===== src/bcc_params.svh =====
`ifndef BCC_PARAMS_SVH
`define BCC_PARAMS_SVH
// fault report timer in clock cycles (10 MHz clock)
`define BCC_FRT_CYCLES      32'h0000_0064
// number of timer expiries that end the fault report
`define BCC_FRT_MAX_EXPIRY  2'h2
`endif


===== src/bcc_pkg.sv =====
package bcc_pkg;
  typedef enum logic [0:0] {
    BCC_OPER = 1'b0,
    BCC_FAULT_PEND = 1'b1
  } bcc_state_t;
endpackage : bcc_pkg


===== src/bcc_tmr_if.sv =====
`timescale 1ns/100ps
`default_nettype none
// timer control travelling between the protocol machine and its timer
interface bcc_tmr_if;
  logic start;
  logic stop;
  logic expire;
  modport ctrl (output start, output stop, input expire);
  modport tmr  (input start, input stop, output expire);
endinterface : bcc_tmr_if
`default_nettype wire

===== src/bcc_an_fsm.sv =====
// Overview of operation
// two-state machine, starts operational
// peer messages become management indications
// management complete responses sent to peer
// management reject responses sent to peer
// fault request sends fault, starts timer
// acknowledge confirms, stops timer, back operational
// first expiry resends fault, restarts timer
// second expiry reports error, back operational
// unexpected events ignored, state unchanged
// timer length parameter, expiry count cleared
`timescale 1ns/100ps
`default_nettype none
`include "bcc_params.svh"
module bcc_an_fsm #(
  parameter logic [31:0] FRT_CYCLES = `BCC_FRT_CYCLES
) (
  input  wire logic clock,
  input  wire logic sys_rst,
  // messages from the exchange peer
  input  wire logic rx_alloc,
  input  wire logic rx_dealloc,
  input  wire logic rx_audit,
  input  wire logic rx_fault_ack,
  // management responses and fault request
  input  wire logic mg_alloc_cmpl,
  input  wire logic mg_alloc_rej,
  input  wire logic mg_dealloc_cmpl,
  input  wire logic mg_dealloc_rej,
  input  wire logic mg_audit_resp,
  input  wire logic mg_fault_req,
  // indications to management
  output logic      ind_alloc,
  output logic      ind_dealloc,
  output logic      ind_audit,
  output logic      ind_fault_conf,
  output logic      ind_fault_err,
  // messages to the exchange peer, then the pending flag
  output logic      tx_alloc_cmpl,
  output logic      tx_alloc_rej,
  output logic      tx_dealloc_cmpl,
  output logic      tx_dealloc_rej,
  output logic      tx_audit_cmpl,
  output logic      tx_fault,
  output logic      pending
);
  // ==========================================================
  // fault report timer
  // the timer sits apart so its reload and stop can be checked alone
  bcc_tmr_if tif ();

  bcc_timer #(.CYCLES(FRT_CYCLES)) u_tmr (
    .clock   (clock),
    .sys_rst (sys_rst),
    .tif     (tif)
  );

  // ==========================================================
  // state and output registers
  bcc_pkg::bcc_state_t st_q;
  bcc_pkg::bcc_state_t st_d;
  logic [1:0]          nexp_q;
  logic [1:0]          nexp_d;
  logic [10:0]         out_q;
  logic [10:0]         out_d;
  logic                start_d;
  logic                stop_d;
  logic                pending_d;

  // ==========================================================
  // helpers
  // expiry count step; saturates so a stray pulse cannot wrap to zero
  function automatic logic [1:0] bcc_bump_exp(input logic [1:0] cnt);
    if (cnt == 2'h3) begin
      return cnt;
    end
    return cnt + 2'h1;
  endfunction : bcc_bump_exp

  // ==========================================================
  // timer control and output mapping
  // start and stop are combinational so the timer reloads on the same
  // edge that moves the state; a registered start would add a cycle
  assign tif.start = start_d;
  assign tif.stop  = stop_d;

  // out_q bit order, msb first, follows the output port order
  assign {ind_alloc, ind_dealloc, ind_audit, ind_fault_conf, ind_fault_err,
          tx_alloc_cmpl, tx_alloc_rej, tx_dealloc_cmpl, tx_dealloc_rej,
          tx_audit_cmpl, tx_fault} = out_q;

  // ==========================================================
  // next-state logic
  // next state; every output but pending is a one-cycle pulse per event
  always_comb begin
    st_d    = st_q;
    nexp_d  = nexp_q;
    out_d   = 11'h000;
    start_d = 1'b0;
    stop_d  = 1'b0;
    case (st_q)
      bcc_pkg::BCC_OPER: begin
        // peer indications
        out_d[10] = rx_alloc;
        out_d[9]  = rx_dealloc;
        out_d[8]  = rx_audit;
        // complete responses
        out_d[5]  = mg_alloc_cmpl;
        out_d[3]  = mg_dealloc_cmpl;
        out_d[1]  = mg_audit_resp;
        // reject responses
        out_d[4]  = mg_alloc_rej;
        out_d[2]  = mg_dealloc_rej;
        // fault request
        if (mg_fault_req) begin
          out_d[0] = 1'b1;
          start_d  = 1'b1;
          // fresh expiry count
          nexp_d   = 2'h0;
          st_d     = bcc_pkg::BCC_FAULT_PEND;
        end
      end
      bcc_pkg::BCC_FAULT_PEND: begin
        // other events fall through ignored
        // ack wins over an expiry seen in the same cycle
        if (rx_fault_ack) begin
          // confirm and stop timer
          out_d[7] = 1'b1;
          stop_d   = 1'b1;
          st_d     = bcc_pkg::BCC_OPER;
        end else if (tif.expire) begin
          nexp_d = bcc_bump_exp(nexp_q);
          if (bcc_bump_exp(nexp_q) >= `BCC_FRT_MAX_EXPIRY) begin
            // give up after second expiry
            out_d[6] = 1'b1;
            st_d     = bcc_pkg::BCC_OPER;
          end else begin
            // resend and restart
            out_d[0] = 1'b1;
            start_d  = 1'b1;
          end
        end
      end
      default: st_d = bcc_pkg::BCC_OPER;
    endcase
    // pending follows the next state so it never lags the message
    pending_d = (st_d == bcc_pkg::BCC_FAULT_PEND);
  end

  // ==========================================================
  // registers
  // reset into operational state
  always_ff @(posedge clock) begin
    if (sys_rst) begin
      st_q    <= bcc_pkg::BCC_OPER;
      nexp_q  <= 2'h0;
      out_q   <= 11'h000;
      pending <= 1'b0;
    end else begin
      st_q    <= st_d;
      nexp_q  <= nexp_d;
      out_q   <= out_d;
      pending <= pending_d;
    end
  end

  // ==========================================================
  // assertions
  reset_oper_a: assert property (@(posedge clock)
    sys_rst |=> st_q == bcc_pkg::BCC_OPER && !pending && out_q == 11'h000)
    else $error("not idle after reset");
  alloc_ind_a: assert property (@(posedge clock) disable iff (sys_rst)
    st_q == bcc_pkg::BCC_OPER && rx_alloc |=> ind_alloc) else $error("allocation not indicated");
  audit_cmpl_a: assert property (@(posedge clock) disable iff (sys_rst)
    st_q == bcc_pkg::BCC_OPER && mg_audit_resp |=> tx_audit_cmpl) else $error("no audit complete");
  dealloc_rej_a: assert property (@(posedge clock) disable iff (sys_rst)
    st_q == bcc_pkg::BCC_OPER && mg_dealloc_rej |=> tx_dealloc_rej && st_q == bcc_pkg::BCC_OPER)
    else $error("no deallocation reject");
  fault_start_a: assert property (@(posedge clock) disable iff (sys_rst)
    st_q == bcc_pkg::BCC_OPER && mg_fault_req |=> tx_fault && pending) else $error("fault not sent");
  fault_ack_a: assert property (@(posedge clock) disable iff (sys_rst)
    st_q == bcc_pkg::BCC_FAULT_PEND && rx_fault_ack |=> ind_fault_conf && !pending)
    else $error("ack not confirmed");
  first_exp_a: assert property (@(posedge clock) disable iff (sys_rst)
    st_q == bcc_pkg::BCC_FAULT_PEND && !rx_fault_ack && tif.expire && nexp_q == 2'h0
    |=> tx_fault && pending) else $error("no resend on first expiry");
  second_exp_a: assert property (@(posedge clock) disable iff (sys_rst)
    st_q == bcc_pkg::BCC_FAULT_PEND && !rx_fault_ack && tif.expire && nexp_q == 2'h1
    |=> ind_fault_err && !tx_fault && !pending) else $error("no error on second expiry");
  pend_ignore_a: assert property (@(posedge clock) disable iff (sys_rst)
    st_q == bcc_pkg::BCC_FAULT_PEND |=> !ind_alloc && !tx_alloc_cmpl && !ind_audit)
    else $error("event not ignored while pending");
  exp_clear_a: assert property (@(posedge clock) disable iff (sys_rst)
    st_q == bcc_pkg::BCC_OPER && mg_fault_req |=> nexp_q == 2'h0) else $error("expiry count kept");
  // for the event kinds not covered above
  dealloc_ind_a: assert property (@(posedge clock) disable iff (sys_rst)
    st_q == bcc_pkg::BCC_OPER && rx_dealloc |=> ind_dealloc)
    else $error("deallocation not indicated");
  audit_ind_a: assert property (@(posedge clock) disable iff (sys_rst)
    st_q == bcc_pkg::BCC_OPER && rx_audit |=> ind_audit)
    else $error("audit not indicated");
  alloc_cmpl_a: assert property (@(posedge clock) disable iff (sys_rst)
    st_q == bcc_pkg::BCC_OPER && mg_alloc_cmpl |=> tx_alloc_cmpl)
    else $error("no allocation complete");
  dealloc_cmpl_a: assert property (@(posedge clock) disable iff (sys_rst)
    st_q == bcc_pkg::BCC_OPER && mg_dealloc_cmpl |=> tx_dealloc_cmpl)
    else $error("no deallocation complete");
  alloc_rej_a: assert property (@(posedge clock) disable iff (sys_rst)
    st_q == bcc_pkg::BCC_OPER && mg_alloc_rej |=> tx_alloc_rej)
    else $error("no allocation reject");
  oper_stay_a: assert property (@(posedge clock) disable iff (sys_rst)
    st_q == bcc_pkg::BCC_OPER && !mg_fault_req |=> !pending)
    else $error("left operational state");
  // fault results never come out of the operational state
  conf_oper_a: assert property (@(posedge clock) disable iff (sys_rst)
    st_q == bcc_pkg::BCC_OPER |=> !ind_fault_conf && !ind_fault_err)
    else $error("fault result while operational");
  pend_quiet_a: assert property (@(posedge clock) disable iff (sys_rst)
    st_q == bcc_pkg::BCC_FAULT_PEND && !rx_fault_ack && !tif.expire |=> !tx_fault && pending)
    else $error("fault request not ignored");
  fault_pulse_a: assert property (@(posedge clock) disable iff (sys_rst)
    tx_fault |=> !tx_fault)
    else $error("fault message longer than one cycle");
  // holds for any timer of three cycles or more
  ack_halt_a: assert property (@(posedge clock) disable iff (sys_rst)
    st_q == bcc_pkg::BCC_FAULT_PEND && rx_fault_ack |=> !tif.expire [*4])
    else $error("timer ran on after acknowledge");

  // main scenarios: ack, give-up, resend, burst, reset while waiting
  c_ack_cv: cover property (@(posedge clock) ind_fault_conf);
  c_err_cv: cover property (@(posedge clock) ind_fault_err);
  c_resend_cv: cover property (@(posedge clock) pending && tx_fault);
  c_burst_cv: cover property (@(posedge clock) ind_alloc && ind_audit && tx_fault);
  c_rst_pend_cv: cover property (@(posedge clock) pending && sys_rst);
endmodule : bcc_an_fsm
`default_nettype wire


===== src/bcc_timer.sv =====
`timescale 1ns/100ps
`default_nettype none
`include "bcc_params.svh"
// ==========================================================
// fault report timer
module bcc_timer #(
  parameter logic [31:0] CYCLES = `BCC_FRT_CYCLES
) (
  input  wire logic  clock,
  input  wire logic  sys_rst,
  bcc_tmr_if.tmr     tif
);
  logic [31:0] cnt_q;
  logic [31:0] cnt_d;
  logic        run_q;
  logic        run_d;
  logic        exp_q;
  logic        exp_d;

  assign tif.expire = exp_q;

  // start reloads; stop and expiry halt, one-cycle expiry pulse
  always_comb begin
    cnt_d = cnt_q;
    run_d = run_q;
    exp_d = 1'b0;
    if (tif.start) begin
      cnt_d = CYCLES - 32'h0000_0001;
      run_d = 1'b1;
    end else if (tif.stop) begin
      run_d = 1'b0;
    end else if (run_q) begin
      if (cnt_q == 32'h0000_0000) begin
        run_d = 1'b0;
        exp_d = 1'b1;
      end else begin
        cnt_d = cnt_q - 32'h0000_0001;
      end
    end
  end

  always_ff @(posedge clock) begin
    if (sys_rst) begin
      cnt_q <= 32'h0000_0000;
      run_q <= 1'b0;
      exp_q <= 1'b0;
    end else begin
      cnt_q <= cnt_d;
      run_q <= run_d;
      exp_q <= exp_d;
    end
  end
endmodule : bcc_timer
`default_nettype wire


===== config.mk =====
export PLATFORM = sky130hd
export DESIGN_NAME = bcc_an_fsm
export DESIGN_NICKNAME = d
export VERILOG_FILES = /design/src/bcc_pkg.sv /design/src/bcc_tmr_if.sv /design/src/bcc_an_fsm.sv /design/src/bcc_timer.sv
export VERILOG_INCLUDE_DIRS = /design/src
export SDC_FILE = /design/constraint.sdc
export NUM_CORES = 1
export LEC_CHECK = 0
export BUFFER_PORTS_ARGS = -buffer_cell sky130_fd_sc_hd__buf_4
export CORE_MARGIN = 5
export CORE_UTILIZATION = 40
export DETAILED_ROUTE_END_ITERATION = 8
export HOLD_SLACK_MARGIN = 0.03
export PLACE_DENSITY = 0.65
export SETUP_SLACK_MARGIN = 0.5
export SYNTH_ARGS = -nofsm -noshare
export SYNTH_HDL_FRONTEND = slang
export SYNTH_SLANG_ARGS = --single-unit

===== constraint.sdc =====
create_clock -name clock -period 5.8 [get_ports clock]
set_input_delay 0.29 -clock clock [delete_from_list [all_inputs] [get_ports clock]]
set_output_delay 0.29 -clock clock [all_outputs]
set_load 0.02 [all_outputs]

# [After elaboration in Yosys (flattened, before gate mapping)]
# Cells that the tools add are included.
[classes] n_addsub=2 n_lt_le_gt_ge=1 n_eq_ne=6 muxes=31 bitwise=5 reduce_logical=10
[op_table] cell="logical NOT 32 bit" n=1
[op_table] cell="subtractor 32 x 1 -> 32 bit (second input constant)" n=1
[op_table] cell="2-to-1 mux 7 bit" n=4
[op_table] cell="2-to-1 mux 1 bit" n=18
[op_table] cell="2-to-1 mux 2 bit" n=6
[op_table] cell="AND reduction 3 bit" n=3
[op_table] cell="!= test 2 bit (second input constant)" n=4
[op_table] cell="OR reduction 4 bit" n=2
[op_table] cell="OR reduction 2 bit" n=3
[op_table] cell="NOT 1 bit" n=5
[op_table] cell="one-hot mux 1 bit (2 select lines)" n=2
[op_table] cell="one-hot mux 2 bit (2 select lines)" n=1
[op_table] cell="adder 2 x 1 -> 2 bit (second input constant)" n=1
[op_table] cell="== test 2 bit (second input constant)" n=1
[op_table] cell=">= comparator 2 bit (second input constant)" n=1
[op_table] cell="!= test 2 x 1 -> 1 bit (second input constant)" n=1
[op_table] cell="nonzero test 2 bit" n=1
[totals] ff_bits=48 input_bits=12 out_inout_bits=12 elab_cells=65

# [Logic depth before layout (Yosys ltp)]
# Gate-level depths: netlist of run 1.
[logic_depth] ltp_word=16 depth_mapped=10 ltp_nobuf=7

# [Modules after synthesis]
# A second synthesis of run 1 with hierarchy kept.
[unflattened] hier_cells=239 hier_area_um2=2138.3
[modules_own_cells] mod="bcc_timer" n_inst=1 cells_per_inst=198 area_each_um2=1674.1 seq_area_each_um2=680.7
[modules_own_cells] mod="bcc_an_fsm" n_inst=1 cells_per_inst=41 area_each_um2=464.2 seq_area_each_um2=280.3

# [Worst setup path before layout of run 1]
# No wires, ideal clock.
[synth_timing] kind="register -> register" startpoint="reg u_tmr.cnt_q[0]" endpoint="reg u_tmr.cnt_q[1]" setup_time_ns=0.067 arrival_ns=2.408 t_required_ns=5.733 path_slack_ns=3.325 stages_incl_launch_ff=9 n_path_buf=1 cell_sequence="dfxtp_1 -> inv_1 -> ha_1 -> or4b_2 -> or4_1 -> clkbuf_2 -> o31a_1 -> mux2_4 -> a21oi_2"
[synth_between] elab_chain_len=5 word_cells_on_any_way=8 cone_classes="add/sub (1); eq/ne (1); mux (4); reduce/logical (2)"
[synth_rtl] element="start, declared" line="bcc_timer.sv:13" rtl="logic [31:0] cnt_q;"
[synth_rtl] element="start signal, assigned" line="bcc_timer.sv:48" rtl="cnt_q <= cnt_d;"
[synth_rtl] element="subtractor 32 x 1 -> 32 bit" line="bcc_timer.sv:37" rtl="cnt_d = cnt_q - 32'h0000_0001;"
[synth_rtl] element="2-to-1 mux 7 bit" line="bcc_timer.sv:33" rtl="if (cnt_q == 32'h0000_0000) begin"
[synth_rtl] element="2-to-1 mux 7 bit" line="bcc_timer.sv:32" rtl="end else if (run_q) begin"
[synth_rtl] element="2-to-1 mux 7 bit" line="bcc_timer.sv:30" rtl="end else if (tif.stop) begin"
[synth_rtl] element="2-to-1 mux 7 bit" line="bcc_timer.sv:27" rtl="if (tif.start) begin"
# Several ways; a longest one is shown, not always the timed one. The select of a mux whose other input is x is not followed.
# A chain may end at the register's enable or synchronous reset.

# [Worst setup path after layout of run 1]
[layout_timing] startpoint="reg u_tmr.cnt_q[0]" endpoint="reg u_tmr.cnt_q[17]"
[layout_between] elab_chain_len=3 word_cells_on_any_way=4 cone_classes="add/sub (1); bitwise (1); reduce/logical (2)"
[layout_rtl] element="branches (longest 3 deep; another with subtractor 32 x 1 -> 32 bit)"
# Several ways; the timed one is not identified.

==> summary.md, run 1 <==
| Metric | Value |
|---|---|
| Critical path's largest stage delay | `0.71 ns` |
| Final wirelength | `4512 um` |
| FF+latch count, synth | `48` |
| Leak | `0.9602 nW` |
| Mapped Cells | `234` |
| Final Core Density | `0.4802` |
| Wl on met1 | `2176 um` |
| Placed Cells | `315` |
| Non-Filler Instances | `323` |
| IO Port Bufs | `23` |
| Clock Root Buffer | `clkbuf_8` |
| Most used DFF post-synth | `dfxtp_1` |
| Clock Path Buffers | `2` |
| Register area | `960.9 um^2` |
| Final Max Slew Viols | `0` |
| Leading cell type in the layout, fill and taps excluded | `dfxtp_1` |
| Hold_sp | `mg_dealloc_cmpl` |
| Filler cells | `487` |
| CP required | `5.97 ns` |
| Status | `finished clean` |
| Die area | `6979 um^2` |
| # hold bufs at CTS | `0` |
| Post-CTS Setup Inserts | `0` |
| Post-DP HPWL | `3107 um` |
| Setup Skew | `0.004471 ns` |
| PD cells | `315.3 nW/um^2` |
| Rows | `26` |
| Critical Path, Cell by Cell | `inv_1 > ha_1 > or4b_2 > or4_1 > o31ai_4 > or4_1 > a21oi_1` |
| Worst setup path startpoint | `u_tmr.cnt_q[0]` |
| Most Frequent Cell on Critical Path | `or4_1` |
| Clock sinks | `48` |
| Worst hold path type | `input pin to flop` |
| WP data arrival | `3.06 ns` |
| 1st-iter DRT viols | `97` |
| Die X | `83.54 um` |
| Layout cell share with drive strength beyond 1 | `0.1897` |
| CTS Buf Count | `5` |
| Vias in the first global route | `1650` |
| Latest clock arrival within the worst-skew pair | `0.30 ns` |
| Post-synth cell types | `43` |
| GRT Util Overall | `0.1317` |
| Min Clock Period, post-route | `2.888 ns` |
| RSZ-0062 raised after global routing | `no` |
| Gpl congestion | `0.7518` |
| CP Launch Type | `flop` |
| Crit-path slowest cell | `o31ai_4` |
| Io pins | `24` |
| Core area | `5172 um^2` |
| Vias | `1793` |
| Setup CP Type | `flop to flop` |
| Critical Path End Type | `flop` |
| Most frequent cells in the layout | `48 x dfxtp_1, 26 x a21oi_1, 24 x buf_4` |
| Final ANT Viol Nets | `0` |
| Worst Max-Slew Pin Slew | `0.8087 ns` |
| Post-Syn Area | `2163 um^2` |
| DR top layer | `met4` |
| Fin. Hold Viols | `0` |
| WL met2 | `2176 um` |
| Crit-path max FO | `19` |
| Sequential area share after synthesis | `0.4442` |
| Drt pass-1 iters | `4` |
| Max Cap Viol | `0` |
| WL per Instance | `13.97 um` |
| EDFF count, synth | `0` |
| Nets@finish | `266` |
| H-tree levels | `2` |
| Placed Area | `2357 um^2` |
| Vias/cell | `5.551` |
| Resize count post-CTS | `0` |
| First-pass GRT wire length | `7700 um` |
| Mean area per synthesized cell | `9.245 um^2` |
| # setup viols final | `0` |
| Rel. slew slack | `0.4561` |
| Peak supply drop | `0.1679 mV` |
| Remaining Overflow, GRT | `0` |
| Final hold slack | `0.1822 ns` |
| YS warnings | `0` |
| ANT cells | `0` |
| F_max | `346.3 MHz` |
| Final Cycle Share | `0.4979` |
| Chip Height | `83.54 um` |
| Fin Setup TNS | `0 ns` |
| Post-route cell area | `2484 um^2` |
| Initial Util | `0.4182` |
| Drt drc | `0` |
| Initial antenna violation count | `0` |
| Syn nets | `248` |
| Largest net degree at the start of global routing | `23` |
| Routed wl met3 | `99 um` |
| Multi-input logic area | `1110 um^2` |
| CTS tree | `yes` |
| R2r startpoint | `u_tmr.cnt_q[0]` |
| Synth-to-Final Area Change | `14.81%` |
| Clk slew on worst S/H paths | `0.09 ns` |
| Post-synth ARST share | `0` |
-- final cells by class --
cell class | count | share of cell area
clock inverters | 1 | 0.01209
clock buffers | 7 | 0.03879
multi-input cells | 168 | 0.4468
repair buffers | 24 | 0.07254
well taps | 70 | 0.03526
inverters | 5 | 0.007557
flip-flops and latches | 48 | 0.3869
-- metal layers --
| metal | vias to the layer above | track usage |
|---|---|---|
| met4 | 0 | 0.04386 |
| li1 | 916 | - |
| met2 | 16 | 0.2201 |
| met1 | 853 | 0.1695 |
| met5 | - | 0 |
| met3 | 8 | 0.02665 |
-- cells in the mapped netlist, types with 2 or more instances --
cell	instances	area (um^2)
buf_4	2	15.01
o31ai_1	14	105.1
mux2i_1	2	20.02
nand2b_1	2	12.51
xnor2_1	2	17.52
ha_1	2	25.02
and2_1	9	56.30
nor4_1	7	43.79
or2_2	9	56.30
o41ai_1	2	17.52
buf_6	2	22.52
nor2_1	10	37.54
inv_1	5	18.77
nand3b_1	3	22.52
o31ai_4	2	42.54
o211ai_1	2	15.01
clkbuf_1	7	26.28
a31oi_1	2	12.51
xor2_1	3	26.28
o311ai_0	2	17.52
dfxtp_1	48	960.9
nand2_1	12	45.04
a21oi_1	26	130.1
or4_1	22	165.2
or3_1	14	87.58
o21ai_0	6	30.03
-- registers in the layout, summed over array words and instances, names as in the netlist --
name / cells
nexp_q: 2
u_tmr.cnt_q: 32
out_q: 11
u_tmr.tif.expire: 1
u_tmr.run_q: 1
st_q: 1
-- logic make-up (layout without fill, tap and decap cells) --
family | Yosys count | count (layout) | share of synthesized area
muxes | 3 | 3 | 0.01619
xor gates and xnor gates | 5 | 5 | 0.02025
and+or+nand+nor | 95 | 95 | 0.2684
buffers and inverters | 18 | 37 | 0.04280
AOI/OAI and AO/OA | 63 | 63 | 0.1966
DFF | 48 | 48 | 0.4442
adders and majority gates | 2 | 2 | 0.01157
-- report_power, final --
group / internal [mW] / switching, mW / total (mW) / leakage, nW
clock: 0.152 / 0.111 / 0.263 / 0.0645
combinational: 0.0610 / 0.100 / 0.161 / 0.505
sequential: 0.346 / 0.0129 / 0.359 / 0.391
-- path summary, 6_finish.rpt --
path | slack [ns] | depth (start not counted) | endpoint
max | 2.91 | 7 | u_tmr.cnt_q[17]
max reg2reg | 2.91 | 7 | u_tmr.cnt_q[17]
min | 0.18 | 2 | out_q[3]
min reg2reg | 0.46 | 2 | u_tmr.tif.expire
-- worst max-delay path: cells and delay by family (launching register included) --
kind,cells,cell delay (ns)
adder cells (fa/ha/maj),1,0.13
AND/OR/NAND/NOR,3,1.41
AO/OA/AOI/OAI,2,0.77
flip-flops,1,0.35
buffers and inverters,1,0.09
-- stage by stage --
step	power [mW]	setup WS (ns)
global route	0.8215	2.712
floorplan	0.4945	3.325
detailed placement	0.5272	2.942
finish	0.7832	2.912
global placement	0.5228	3.030
CTS	0.7892	2.926
(Power assumes the default switching activity.)
==> run 2: changes to the inputs <==
--- a/config.mk
+++ b/config.mk
@@ -11,7 +11,7 @@
 export CORE_UTILIZATION = 40
 export DETAILED_ROUTE_END_ITERATION = 8
 export HOLD_SLACK_MARGIN = 0.03
-export PLACE_DENSITY = 0.65
+export PLACE_DENSITY = 0.67
 export SETUP_SLACK_MARGIN = 0.5
 export SYNTH_ARGS = -nofsm -noshare
 export SYNTH_HDL_FRONTEND = slang
==> constraint.sdc (replaced) <==
create_clock -name clock -period 2.59 [get_ports clock]
set_input_delay 0.1295 -clock clock [delete_from_list [all_inputs] [get_ports clock]]
set_output_delay 0.1295 -clock clock [all_outputs]
set_load 0.02 [all_outputs]
==> summary.md, run 2 (synthesis gave the netlist of run 1 again) <==
| Metric | Value |
|---|---|
| Final wirelength | `5935 um (+32%)` |
| PD cells | `616.8 nW/um^2 (+96%)` |
| Setup Skew | `0.004043 ns (-0.0004283 ns)` |
| Post-route cell area | `3228 um^2 (+30%)` |
| Post-DP HPWL | `3495 um (+12%)` |
| Clock Path Buffers | `2 (unchanged)` |
| Largest net degree at the start of global routing | `16 (-30%)` |
| Final Core Density | `0.6241 (+0.1439)` |
| M2 GR Usage | `0.2690 (+0.04883)` |
| Status | `finished clean` |
| IO Port Bufs | `23 (unchanged)` |
| 1st-iter DRT viols | `107 (+10%)` |
| CP Launch Type | `flop` |
| Final ANT Viol Nets | `0 (unchanged)` |
| Clock Root Buffer | `clkbuf_8` |
| Largest regs | `u_tmr.cnt_q x32, out_q x11, nexp_q x2` |
| Vias in the first global route | `1920 (+16%)` |
| Setup CP Type | `flop to flop` |
| H-tree levels | `2 (unchanged)` |
| Crit-path max FO | `7 (-12)` |
| Chip Height | `83.54 um (unchanged)` |
| Placed Area | `2559 um^2 (+8.5%)` |
| Filler cells | `401 (-18%)` |
| Remaining Overflow, GRT | `0 (unchanged)` |
| Synth-to-Final Area Change | `49.22%` |
| Hold_sp | `sys_rst` |
| Clk slew on worst S/H paths | `0.09 ns (about the same)` |
| WL per Instance | `15.83 um (+13%)` |
| Critical Path End Type | `flop` |
| Gr busiest metal | `met2` |
| R2r setup slk | `0.20 ns (-2.71 ns)` |
| Vias/cell | `5.536 (-0.27%)` |
| Hold Path End | `u_tmr.cnt_q[1]` |
| F_max | `418.6 MHz (+21%)` |
| GRT Util Overall | `0.1577 (+0.02594)` |
| Fin. Hold Viols | `0 (unchanged)` |
| Initial antenna violation count | `0 (unchanged)` |
| Rel. slew slack | `0.6325 (+0.1765)` |
| Clock sinks | `48 (unchanged)` |
| Worst r2r dst | `u_tmr.cnt_q[7]` |
| Hold path depth | `2 (unchanged)` |
| Drt drc | `0 (unchanged)` |
| Peak supply drop | `0.3677 mV (+120%)` |
| Worst Max-Slew Pin Slew | `0.5443 ns (-0.2644 ns)` |
| ANT cells | `0 (unchanged)` |
| Die X | `83.54 um (unchanged)` |
| Fin Setup TNS | `0 ns (unchanged)` |
| Rows | `26 (unchanged)` |
| Drt pass-1 iters | `7 (+3)` |
| GRT met1 Usage | `0.1953 (+0.02583)` |
| CTS Buf Count | `5 (unchanged)` |
| Most frequent cells in the layout | `54 x buf_4, 41 x dfxtp_1, 21 x a21oi_1` |
| Final Cycle Share | `0.9223 (+0.4244)` |
| Min Clock Period, post-route | `2.389 ns (-0.4989 ns)` |
| Leak | `1.276 nW (+33%)` |
| CP required | `2.81 ns (-3.16 ns)` |
| Leading cell type in the layout, fill and taps excluded | `buf_4` |
| Worst hold path type | `input pin to flop` |
| Core area | `5172 um^2 (unchanged)` |
| Max reg flops | `32 (unchanged)` |
| Vias | `2076 (+16%)` |
| Reg2Reg Depth | `7 (unchanged)` |
| Top reg by flops | `u_tmr.cnt_q` |
| Io pins | `24 (unchanged)` |
| Gpl congestion | `0.8221 (+9.4%)` |
| RSZ-0062 raised after global routing | `yes` |
| R2r startpoint | `u_tmr.cnt_q[17]` |
| WP data arrival | `2.61 ns (-0.45 ns)` |
| CTS tree | `yes` |
| # setup viols final | `0 (unchanged)` |
| Die area | `6979 um^2 (unchanged)` |
| Initial Util | `0.4182 (unchanged)` |
| Max Cap Viol | `0 (unchanged)` |
| Layout cell share with drive strength beyond 1 | `0.4590 (+0.2693)` |
| First-pass GRT wire length | `9114 um (+18%)` |
| Final Max Slew Viols | `0 (unchanged)` |
| Nets@finish | `318 (+20%)` |
| Latest clock arrival within the worst-skew pair | `0.30 ns (about the same)` |
| Met3 Usage GRT | `0.03356 (+0.006910)` |
run 2: how the worst max path moves through the flow:
stage / start / endpoint / slack [ns]
floorplan: u_tmr.cnt_q[27] / u_tmr.cnt_q[1] / 0.17
CTS: u_tmr.cnt_q[9] / u_tmr.cnt_q[22] / 0.27
detailed placement: u_tmr.cnt_q[1] / u_tmr.cnt_q[1] / 0.02
finish: u_tmr.cnt_q[17] / u_tmr.cnt_q[7] / 0.20
global placement: u_tmr.cnt_q[1] / u_tmr.cnt_q[1] / 0.1
global route: u_tmr.cnt_q[17] / u_tmr.cnt_q[7] / 0.14
run 2: per-stage QoR:
step	hold WS, ns	power [mW]	setup WS, ns	std cells
2_1_floorplan	0.2176	1.128	0.1667	234
3_3_place_gp	0.3311	1.252	0.09597	334
3_5_place_dp	0.3354	1.261	0.02366	334
4_1_cts	0.04280	1.871	0.2678	363
5_1_grt	0.08284	2.085	0.1367	375
6_report	0.07707	1.991	0.2013	375
run 2: layout make-up:
type | count | area, um^2 | share of cell area
inverters | 5 | 18.77 | 0.005814
clock inverters | 1 | 7.507 | 0.002326
multi-input cells | 168 | 1359 | 0.4209
repair buffers | 76 | 694.4 | 0.2151
well taps | 70 | 87.58 | 0.02713
clock buffers | 7 | 86.33 | 0.02674
flip-flops and latches | 48 | 974.7 | 0.3019
run 2: power breakdown:
part           leakage (nW)  total [mW]  internal, mW  switching (mW)
registers             0.394       0.804         0.776          0.0281
clock network        0.0445       0.469         0.217           0.252
logic                 0.837       0.718         0.359           0.359
total                  1.28        1.99          1.35           0.639
run 2: critical path, cell delays in order, from the launching register on:
cell       delay [ns]
dfxtp_2          0.34
or4_4            0.55
or4_4            0.60
o31ai_4          0.28
buf_4            0.17
clkbuf_16        0.14
o21ai_1          0.06
a21oi_1          0.17
run 2: repair_timing:
item,4_1_cts,5_1_grt
gates resized for setup,39,29
hold endpoints to repair,7,1
pin swaps,23,17
endpoints found under the setup margin,34,34
setup buffers,13,10
hold buffers,7,1
gates cloned,1,1
run 2: per-layer routing:
layer	vias up	wire length, um
li1	1018	-
met1	1007	2665
met2	39	3010
met3	12	155
met4	0	104
met5	-	0
